## config.mk

```make
export PLATFORM = sky130hd
export DESIGN_NAME = ado_readout
export DESIGN_NICKNAME = d
export VERILOG_FILES = /design/src/ado_pkg.sv /design/src/ado_stream_if.sv /design/src/ado_skid.sv /design/src/ado_readout.sv
export SDC_FILE = /design/constraint.sdc
export NUM_CORES = 1
export LEC_CHECK = 0
export ABC_CLOCK_PERIOD_IN_PS = 5100
export CELL_PAD_IN_SITES_DETAIL_PLACEMENT = 1
export CELL_PAD_IN_SITES_GLOBAL_PLACEMENT = 1
export CORE_ASPECT_RATIO = 0.7
export CORE_MARGIN = 3
export CORE_UTILIZATION = 59
export DETAILED_ROUTE_END_ITERATION = 8
export DONT_BUFFER_PORTS = 1
export GPL_ROUTABILITY_DRIVEN = 0
export PLACE_DENSITY = 0.81
export SYNTH_ARGS = -nofsm -noshare
export SYNTH_HDL_FRONTEND = slang
export SYNTH_HIERARCHICAL = 1
export SYNTH_SLANG_ARGS = --single-unit
export TNS_END_PERCENT = 50
```

## constraint.sdc

```tcl
create_clock -name ref_clk -period 5.1 [get_ports ref_clk]
set_input_delay 0.51 -clock ref_clk [delete_from_list [all_inputs] [get_ports ref_clk]]
set_output_delay 0.51 -clock ref_clk [all_outputs]
set_load 0.005 [all_outputs]
```

## src/ado_pkg.sv

```systemverilog
package ado_pkg;
  localparam int unsigned DATA_W          = 16;
  localparam int unsigned MAX_DEPTH       = 14;
  localparam int unsigned IDX_W           = 4;
  localparam int unsigned CNT_W           = 8;
  localparam int unsigned CLK_PERIOD_NS   = 40;
  // settling and delay, as counts
  localparam int unsigned SETTLE_CLKS     = 47;
  localparam int unsigned STEP_SETTLE_PER = 47;
  localparam int unsigned IMPULSE_PER     = 26;
  // decimation factors per data-rate setting
  localparam int unsigned DECIM_NORMAL    = 8;
  localparam int unsigned DECIM_DOUBLE    = 4;
  // period of a skipped burst
  localparam int unsigned SKIP_PERIOD     = 128;
  localparam logic [2:0]  DEPTH_OFF       = 3'h0;
  localparam logic [DATA_W-1:0] DOUT_RST  = 16'h0000;

  typedef enum logic [1:0] {
    ADO_ARMING  = 2'b00,
    ADO_RUN     = 2'b01,
    ADO_WAITRD  = 2'b10,
    ADO_FAULT   = 2'b11
  } ado_state_t;
endpackage

```

## src/ado_stream_if.sv

```systemverilog
`timescale 1ns/100ps
interface ado_stream_if;
  import ado_pkg::*;
  logic              valid;
  logic              ready;
  logic [DATA_W-1:0] data;
  modport src (output valid, output data, input ready);
  modport snk (input valid, input data, output ready);
endinterface

```

## src/ado_skid.sv

```systemverilog
`timescale 1ns/100ps
module ado_skid
  import ado_pkg::*;
(
  input  wire logic ref_clk,
  input  wire logic nrst,
  ado_stream_if.snk up,
  ado_stream_if.src dn
);
  import ado_pkg::*;

  logic [DATA_W-1:0] slot_reg [2];
  logic [1:0]        cnt_reg;
  logic              head_reg;
  logic              push;
  logic              pop;

  assign up.ready = (cnt_reg != 2'd2);
  assign dn.valid = (cnt_reg != 2'd0);
  assign dn.data  = slot_reg[head_reg];
  assign push     = up.valid & up.ready;
  assign pop      = dn.valid & dn.ready;

  always_ff @(posedge ref_clk or negedge nrst) begin
    if (!nrst) begin
      cnt_reg  <= 2'd0;
      head_reg <= 1'b0;
    end else begin
      cnt_reg <= cnt_reg + {1'b0, push} - {1'b0, pop};
      if (pop) begin
        head_reg <= ~head_reg;
      end
    end
  end

  always_ff @(posedge ref_clk or negedge nrst) begin
    if (!nrst) begin
      slot_reg[0] <= DOUT_RST;
      slot_reg[1] <= DOUT_RST;
    end else if (push) begin
      // tail is head plus occupancy, modulo two
      slot_reg[head_reg ^ cnt_reg[0]] <= up.data;
    end
  end
endmodule

```

## src/ado_readout.sv

```systemverilog
`timescale 1ns/100ps
module ado_readout
  import ado_pkg::*;
(
  input  wire logic                      ref_clk,
  input  wire logic                      nrst,
  input  wire logic [2:0]                buffer_depth_select,
  input  wire logic                      double_rate_select,
  output logic                           conv_strobe,
  input  wire logic [ado_pkg::DATA_W-1:0] filt_data,
  input  wire logic                      filt_valid,
  output logic                           filt_ready,
  input  wire logic                      cs_n,
  input  wire logic                      rd_n,
  output logic [ado_pkg::DATA_W-1:0]     dout,
  output logic                           dout_oe,
  output logic                           sample_ready_n,
  output logic                           filter_settled,
  output logic                           impulse_aligned,
  output logic                           readback_fault
);
  import ado_pkg::*;

  // ---------------------------------------------------------------
  // helpers
  // ---------------------------------------------------------------
  // settling table
  function automatic logic [CNT_W-1:0] settle_periods(input logic [2:0] code);
    case (code)
      3'h1:    settle_periods = 8'd24;
      3'h2:    settle_periods = 8'd12;
      3'h3:    settle_periods = 8'd8;
      3'h4:    settle_periods = 8'd6;
      3'h5:    settle_periods = 8'd5;
      default: settle_periods = 8'd4;
    endcase
  endfunction

  logic             buf_on;
  logic [IDX_W-1:0] depth;
  logic [CNT_W-1:0] per_last;
  assign buf_on = (buffer_depth_select != DEPTH_OFF);
  // depth is 2n, unbuffered acts as depth one
  assign depth  = buf_on ? {buffer_depth_select, 1'b0} : 4'd1;
  // period is 16n clocks, eight when unbuffered
  assign per_last = buf_on ? ({1'b0, buffer_depth_select, 4'h0} - 8'h01) :
                    CNT_W'(DECIM_NORMAL - 1);

  // ---------------------------------------------------------------
  // decimation tick
  // ---------------------------------------------------------------
  logic [2:0] dec_reg;
  logic [2:0] dec_last;
  assign dec_last = double_rate_select ? 3'(DECIM_DOUBLE - 1) : 3'(DECIM_NORMAL - 1);

  always_ff @(posedge ref_clk or negedge nrst) begin
    if (!nrst) begin
      dec_reg     <= 3'h0;
      conv_strobe <= 1'b0;
    end else begin
      conv_strobe <= (dec_reg >= dec_last);
      dec_reg     <= (dec_reg >= dec_last) ? 3'h0 : dec_reg + 3'h1;
    end
  end

  // ---------------------------------------------------------------
  // two-entry buffer in the sample path
  // ---------------------------------------------------------------
  ado_stream_if s_in ();
  ado_stream_if s_out ();
  assign s_in.valid = filt_valid;
  assign s_in.data  = filt_data;
  assign filt_ready = s_in.ready;

  ado_skid u_skid (
    .ref_clk (ref_clk),
    .nrst    (nrst),
    .up      (s_in),
    .dn      (s_out)
  );

  // ---------------------------------------------------------------
  // read strobe edges
  // ---------------------------------------------------------------
  logic rd_n_d;
  logic rd_fall;
  logic rd_rise;
  always_ff @(posedge ref_clk or negedge nrst) begin
    if (!nrst) begin
      rd_n_d <= 1'b1;
    end else begin
      rd_n_d <= rd_n;
    end
  end
  // strobe acts whatever chip select does
  assign rd_fall = rd_n_d & ~rd_n;
  assign rd_rise = ~rd_n_d & rd_n;

  // ---------------------------------------------------------------
  // storage: two banks, one filling while the other is read
  // ---------------------------------------------------------------
  logic [DATA_W-1:0] mem_reg [2][MAX_DEPTH];
  logic              wbank_reg;
  logic [IDX_W-1:0]  widx_reg;
  logic [IDX_W-1:0]  ridx_reg;
  logic [CNT_W-1:0]  gap_reg;
  logic [IDX_W-1:0]  rdepth_reg;
  logic              period_end;
  logic              burst_full;
  logic              skip_wait;
  logic              hand_over;
  logic              bad_count;
  ado_state_t        state_reg;

  assign burst_full = (widx_reg >= depth);
  // hand over only once the period has run
  // a backlog refills a bank early; judging reads then would fault a host mid-burst
  assign period_end = burst_full & (gap_reg >= per_last);
  // buffered and nothing read: hold the burst until the stretched period ends
  assign skip_wait  = buf_on & (ridx_reg == '0) & (gap_reg < CNT_W'(SKIP_PERIOD - 1));
  // reads judged against the depth of the burst being read
  assign bad_count  = buf_on & (ridx_reg != '0) & (ridx_reg != rdepth_reg);
  assign hand_over  = period_end & (state_reg == ADO_RUN) & ~skip_wait & ~bad_count;
  // writes stall while a full bank waits; the skid buffer absorbs two words, then stalls the source
  assign s_out.ready = (state_reg == ADO_RUN) & ~burst_full;

  always_ff @(posedge ref_clk) begin
    if (s_out.valid & s_out.ready) begin
      mem_reg[wbank_reg][widx_reg] <= s_out.data;
    end
  end

  // buffered mode waits for a read pulse after reset
  always_ff @(posedge ref_clk or negedge nrst) begin
    if (!nrst) begin
      state_reg <= ADO_ARMING;
    end else begin
      case (state_reg)
        ADO_ARMING: begin
          if (!buf_on || rd_rise) begin
            state_reg <= ADO_RUN;
          end
        end
        ADO_RUN: begin
          if (period_end && bad_count) begin
            state_reg <= ADO_FAULT;
          end
        end
        ADO_FAULT:  state_reg <= ADO_FAULT;
        default:    state_reg <= ADO_ARMING;
      endcase
    end
  end

  // count results, then announce the burst
  always_ff @(posedge ref_clk or negedge nrst) begin
    if (!nrst) begin
      widx_reg       <= '0;
      wbank_reg      <= 1'b0;
      gap_reg        <= '0;
      sample_ready_n <= 1'b1;
    end else begin
      sample_ready_n <= (state_reg == ADO_ARMING) ? 1'b1 : hand_over;
      if (hand_over) begin
        widx_reg  <= '0;
        wbank_reg <= ~wbank_reg;
        gap_reg   <= '0;
      end else begin
        if (s_out.valid && s_out.ready) begin
          widx_reg <= widx_reg + 4'd1;
        end
        if (gap_reg != '1) begin
          gap_reg <= gap_reg + 8'd1;
        end
      end
    end
  end

  // first fall shows the oldest; each later fall the next
  always_ff @(posedge ref_clk or negedge nrst) begin
    if (!nrst) begin
      ridx_reg   <= '0;
      rdepth_reg <= 4'd1;
      dout       <= DOUT_RST;
    end else if (hand_over) begin
      // new burst reads from its oldest entry
      ridx_reg   <= '0;
      // a live depth change leaves the pending burst's count alone
      rdepth_reg <= depth;
    end else if (rd_fall && state_reg != ADO_ARMING) begin
      dout     <= mem_reg[~wbank_reg][ridx_reg];
      // excess reads are counted one past depth and, when buffered, caught as a fault
      if (ridx_reg <= rdepth_reg) begin
        ridx_reg <= ridx_reg + 4'd1;
      end
    end
  end

  // bus drives only with both strobes low
  assign dout_oe        = ~cs_n & ~rd_n;
  assign readback_fault = (state_reg == ADO_FAULT);

  // ---------------------------------------------------------------
  // settling
  // ---------------------------------------------------------------
  logic [CNT_W-1:0] clk_cnt_reg;
  logic [CNT_W-1:0] per_cnt_reg;
  always_ff @(posedge ref_clk or negedge nrst) begin
    if (!nrst) begin
      clk_cnt_reg <= '0;
      per_cnt_reg <= '0;
    end else begin
      if (clk_cnt_reg != '1) begin
        clk_cnt_reg <= clk_cnt_reg + 8'd1;
      end
      if (hand_over && per_cnt_reg != '1) begin
        per_cnt_reg <= per_cnt_reg + 8'd1;
      end
    end
  end

  always_ff @(posedge ref_clk or negedge nrst) begin
    if (!nrst) begin
      filter_settled  <= 1'b0;
      impulse_aligned <= 1'b0;
    end else begin
      // clocks since reset; periods per depth; unbuffered periods
      filter_settled <= buf_on ?
        (clk_cnt_reg >= CNT_W'(SETTLE_CLKS)) &&
        (per_cnt_reg >= settle_periods(buffer_depth_select)) :
        (per_cnt_reg >= CNT_W'(STEP_SETTLE_PER));
      // group delay of the impulse peak
      impulse_aligned <= ~buf_on && (per_cnt_reg >= CNT_W'(IMPULSE_PER));
    end
  end
endmodule

```

==> flow_summary.json, run 1 <==
{
  "min_path_type": "in -> reg",
  "ys_warn_count": 6,
  "vias": 13000,
  "max_freq_mhz": 296,
  "report.final.slew_viol_count": 0,
  "cts_root_buf": "clkbuf_16",
  "grt_use_total_pct": 29.4,
  "n_antenna_cell": 0,
  "synth-seq-cells": 546,
  "fin_crit_sh_pct": 66.2,
  "drive_gt1_share_pct": 21.1,
  "fin_skew_ns": 0.0140,
  "nets": 1434,
  "syn_area_um2": 22900,
  "fin_area_um2": 25300,
  "post-route-min-period_ns": 3.38,
  "antenna_found_initial": 1,
  "synth.distinct_cells": 64,
  "crit_required_ns": 5.37,
  "pre_cts_slack_ns": 1.77,
  "grt_max_degree": 99,
  "peakVddDrop_uv": 456,
  "grt_setup_unrepaired": "no",
  "slew_headroom_pct": 31.3,
  "cp-end-kind": "flop",
  "hold_viol_final": 0,
  "drt_wl_total_um": 58500,
  "core_area_um2": 37700,
  "power_mw": 15.5,
  "p_leak_nw": 8.55,
  "yosys.area.top_type": "edfxtp_1",
  "vias_per_cell": 6.69,
  "die_x_um": 241,
  "largest_register_ffs": 448,
  "setup_slack_ns": 1.72,
  "r2r_cells": 7,
  "reg2reg_to": "mem_reg[0][54]",
  "ys_top_cells_by_area": "edfxtp_1 (59%), dfrtp_1 (10%), mux4_2 (8.9%)",
  "r2r_setup_slack_ns": 1.72,
  "die_area_um2": 41300,
  "synthTopCellsByCount": "edfxtp_1 (448), dfrtp_1 (95), mux4_2 (91), nor2_1 (84), a21oi_1 (52)",
  "hpwl_um": 34400,
  "min-delay-start": "buffer_depth_select[1]",
  "seq_area_frac_synth_pct": 69.5,
  "placed_cell_area_um2": 23500,
  "area_delta_synth_final_pct": 10.6,
  "cp.arrival_ns": 3.65,
  "synthArstFlopShare_pct": 17.9,
  "drc_errors": 0,
  "synth-edff-count": 448,
  "postCtsResizedCells": 0,
  "avgRoutedWirePerCell_um": 30.2,
  "syn_inst": 1361,
  "clock-sinks": 546,
  "cts_tree": "built",
  "syn_nets": 1416,
  "first_iter_violations": 1561,
  "grt_pass1_vias": 13700,
  "timing.rr.start": "widx_reg[2]",
  "syn_area_per_cell_um2": 16.8,
  "numCtsBuffers": 50,
  "cts_buffer_depth": 3,
  "hold_depth": 2,
  "min_to": "rdepth_reg[2]",
  "ant_nets": 0,
  "yosysTopAreaCellShare_pct": 58.7,
  "io_pins": 48,
  "h-tree-depth": 2,
  "grt_pass1_wl_um": 88900,
  "finalSetupViolations": 0,
  "die_h_um": 171,
  "yosysMostFrequentCell": "edfxtp_1",
  "drv_cap": 0,
  "gr-total-overflow": 0,
  "rows": 59,
  "post_cts_buffers": 0,
  "postCtsHoldBufs": 3,
  "synthFlopType": "edfxtp_1",
  "firstDrtPassIters": 5,
  "io_buffers": 0,
  "crit_path_start_kind": "flop",
  "status": "complete, no violations",
  "clk_pin_slew_ns": 0.07,
  "clkLatencyLatePin_ns": 0.58,
  "initial_core_util_pct": 60.7,
  "path_max_fanout": 11,
  "tightest_slew_ns": 1.03,
  "p_per_area_nw_per_um2": 610,
  "fin_setup_tns_ns": 0,
  "crit_type": "reg -> reg"
}
## cell families after synthesis
family | Yosys count | share of synthesized area (%)
flip-flops | 546 | 69.5
other | 1 | 0.0164
AND/OR/NAND/NOR | 249 | 6.06
XOR/XNOR | 23 | 0.880
AO/OA/AOI/OAI | 240 | 7.05
multiplexers | 171 | 12.9
buffers and inverters | 100 | 1.98
adder cells (fa/ha/maj) | 31 | 1.68
## worst max path at each step
stage / endpoint / depth (start not counted) / from / slack (ns)
final: mem_reg[0][54] / 7 / widx_reg[2] / 1.72
after global routing: mem_reg[0][57] / 7 / widx_reg[2] / 1.49
after CTS: mem_reg[0][56] / 7 / widx_reg[2] / 1.76
after detailed placement: mem_reg[0][29] / 6 / buffer_depth_select[2] / 1.77
after global placement: mem_reg[0][55] / 8 / buffer_depth_select[1] / 1.95
after floorplan: mem_reg[0][0] / 7 / buffer_depth_select[1] / 1.65
## cell usage in the layout (no fill, tap or decap), types with 30 or more instances in the layout
cell / count
dfrtp_1: 91
a211oi_1: 37
mux2i_1: 35
a21oi_1: 52
edfxtp_1: 448
nand2_1: 41
nor2_1: 82
mux2_2: 35
clkbuf_16: 51
buf_4: 40
mux4_2: 91
ha_1: 30
## cell type report
cell class / count / area, um^2
Fill cell: 3194 / 12400
Timing Repair Buffer: 45 / 388
Tap cell: 518 / 648
Inverter: 21 / 78.8
Clock buffer: 69 / 1390
Multi-Input combinational cell: 715 / 6560
Clock inverter: 23 / 339
Sequential cell: 546 / 15900
## layer usage
layer,vias to the layer above,share of wire (%),global-route usage [%]
met5,-,0,0
met4,0,2.2,6.85
met3,94,8.4,6.04
met2,577,48,47.1
met1,6839,41,42.5
li1,5444,-,-
## stage by stage
stage / hold WS [ns] / std cells / utilization [%]
after floorplan: 0.214 / 1361 / -
after global placement: 0.219 / 1842 / 62.4
after detailed placement: 0.217 / 1842 / 62.4
after CTS: 0.0463 / 1937 / 67.1
after global routing: 0.0659 / 1937 / 67.1
final: 0.0649 / 1937 / 67.1
## worst max-delay path: stages (launching register included)
cell     delay (ns)
dfrtp_1        0.54
ha_1           0.32
a21oi_1        0.15
nor2b_1        0.09
nor4_2         0.69
nand2_1        0.34
nor2_1         0.59
buf_4          0.35
## power breakdown
part	total [mW]	internal (mW)	switching, mW
combinational	4.78	1.75	3.03
sequential	6.68	6.07	0.616
clock	3.99	2.33	1.66
total	15.5	10.1	5.31
No activity file was read; power rests on OpenSTA's default activity.
==> inputs of run 2 (changes only) <==
ABC_CLOCK_PERIOD_IN_PS = 3500   (was 5100)
CORE_UTILIZATION = 55   (was 59)
PLACE_DENSITY = 0.76   (was 0.81)
clock period = 3.5 ns   (was 5.1 ns; I/O delays follow)
==> run 2 against run 1 <==
Combinational power grew 46%; final cell count grew 2.5%; clock skew shrank 0.0032 ns; count of clock-buffer cells in the layout grew 2; sequential share of layout area shrank 0.58 points; global-route usage shrank 3.0 points; first-iteration DRC count shrank 10%; sequential power grew 43%; critical endpoint is now mem_reg[0][75]; die area grew 7.1%.
==> flow_summary.json, run 2 (synthesis results as in run 1) <==
{
  "p_leak_nw": 8.68,
  "antenna_found_initial": 0,
  "n_antenna_cell": 0,
  "r2r_setup_slack_ns": 0.46,
  "grt_max_degree": 99,
  "die_area_um2": 44200,
  "die_h_um": 177,
  "grt_pass1_wl_um": 86700,
  "mostFrequentLayoutCell": "edfxtp_1",
  "hpwl_um": 33600,
  "clock-sinks": 546,
  "finalSetupViolations": 0,
  "grt_setup_unrepaired": "no",
  "first_iter_violations": 1402,
  "fin_setup_tns_ns": 0,
  "initial_core_util_pct": 56.7,
  "r2r_cells": 8,
  "core_area_um2": 40400,
  "cts_tree": "built",
  "area_delta_synth_final_pct": 11.6,
  "die_x_um": 250,
  "crit_type": "reg -> reg",
  "largest_register_ffs": 448,
  "grt_pass1_vias": 13300,
  "grt_use_total_pct": 26.4,
  "tightest_slew_ns": 0.899,
  "h-tree-depth": 2,
  "critPathLaunch": "widx_reg[3]",
  "post_cts_buffers": 0,
  "max_freq_mhz": 329,
  "rows": 61,
  "hold_viol_final": 0,
  "final_cell_mix": "edfxtp_1 (448), mux4_2 (91), dfrtp_1 (91)",
  "worstSetupEndpoint": "mem_reg[0][75]",
  "p_per_area_nw_per_um2": 864,
  "clk_pin_slew_ns": 0.06,
  "cts_buffer_depth": 3,
  "drt_wl_total_um": 57400,
  "fin_crit_sh_pct": 86.9,
  "reg2reg_to": "mem_reg[0][75]",
  "drv_cap": 0,
  "peakVddDrop_uv": 699,
  "cp.arrival_ns": 3.32,
  "fillers": 3470,
  "crit_required_ns": 3.78,
  "firstDrtPassIters": 5,
  "cts_root_buf": "clkbuf_16",
  "vias": 12800,
  "stdcell_count": 1986,
  "ant_nets": 0,
  "path_max_fanout": 10,
  "vias_per_cell": 6.47,
  "timing.rr.start": "widx_reg[3]",
  "drc_errors": 0,
  "avgRoutedWirePerCell_um": 28.9,
  "min_path_type": "in -> reg",
  "fin_skew_ns": 0.0108,
  "post-route-min-period_ns": 3.04,
  "report.final.slew_viol_count": 0,
  "numCtsBuffers": 51,
  "dp_cells": 1882,
  "crit_path_start_kind": "flop",
  "clkLatencyLatePin_ns": 0.57,
  "postCtsHoldBufs": 8,
  "final_util_pct": 63.3,
  "slew_headroom_pct": 39.9,
  "io_pins": 48,
  "cp-end-kind": "flop",
  "drive_gt1_share_pct": 22.2,
  "nets": 1463,
  "gr-total-overflow": 0,
  "io_buffers": 0,
  "status": "complete, no violations",
  "postCtsResizedCells": 0
}
run 2: cell count changes in the layout (fill, tap and decap cells not counted), sizes merged:
cell	delta
clkbuf	+2
inv	-1
buf	+23
bufinv	-4
clkinvlp	+1
clkinv	+6
dlygate4sd3	+5
run 2: worst min path at each step:
stage	start	endpoint	slack, ns	cells past startpoint
after detailed placement	nrst	per_cnt_reg[5]	0.06	0
final	filt_valid	u_skid/slot_reg[15]	0.04	2
after global placement	nrst	per_cnt_reg[4]	0.06	0
after CTS	filt_valid	u_skid/slot_reg[15]	0.002	2
after global routing	filt_valid	u_skid/slot_reg[9]	0.02	2
after floorplan	nrst	clk_cnt_reg[0]	0.05	0
run 2: final cells by class:
class	instances	area [um^2]	share of cell area [%]
tap	535	669	2.62
multi-input combinational	715	6560	25.6
clock buffer	71	1430	5.61
clock inverter	25	244	0.954
inverter	21	78.8	0.308
sequential	546	15900	62.3
timing repair buffer	73	661	2.58
run 2: critical path, cell delays in order, from the launching register on:
cell	delay, ns
dfrtp_1	0.55
ha_1	0.32
nand3_1	0.08
a21oi_1	0.07
nor4_2	0.27
buf_4	0.20
nand2_1	0.20
nor2_1	0.73
buf_4	0.32
run 2: per-stage QoR:
| stage | setup WS (ns) | total power, mW | instance area (um^2) | hold WS (ns) |
|---|---|---|---|---|
| 2_1_floorplan | 0.205 | 14.3 | 22900 | 0.0544 |
| 3_3_place_gp | 0.669 | 16.2 | 23800 | 0.0588 |
| 3_5_place_dp | 0.552 | 16.6 | 23800 | 0.0592 |
| 4_1_cts | 0.527 | 22.2 | 25600 | 0.00199 |
| 5_1_grt | 0.309 | 23.2 | 25600 | 0.0153 |
| 6_report | 0.460 | 22.1 | 25600 | 0.0413 |
run 2: metal layers:
metal,GRT usage (%),routed length [um],up-vias
li1,-,-,5514
met1,39.3,24500,6739
met2,41.4,26800,504
met3,4.07,4640,92
met4,6.71,1380,0
met5,0,0,-
run 2: power by group:
| part | leakage [nW] | internal [mW] | switching (mW) |
|---|---|---|---|
| clock | 0.820 | 3.17 | 2.39 |
| combinational | 2.66 | 2.67 | 4.30 |
| sequential | 5.19 | 8.84 | 0.721 |
| total | 8.68 | 14.7 | 7.41 |
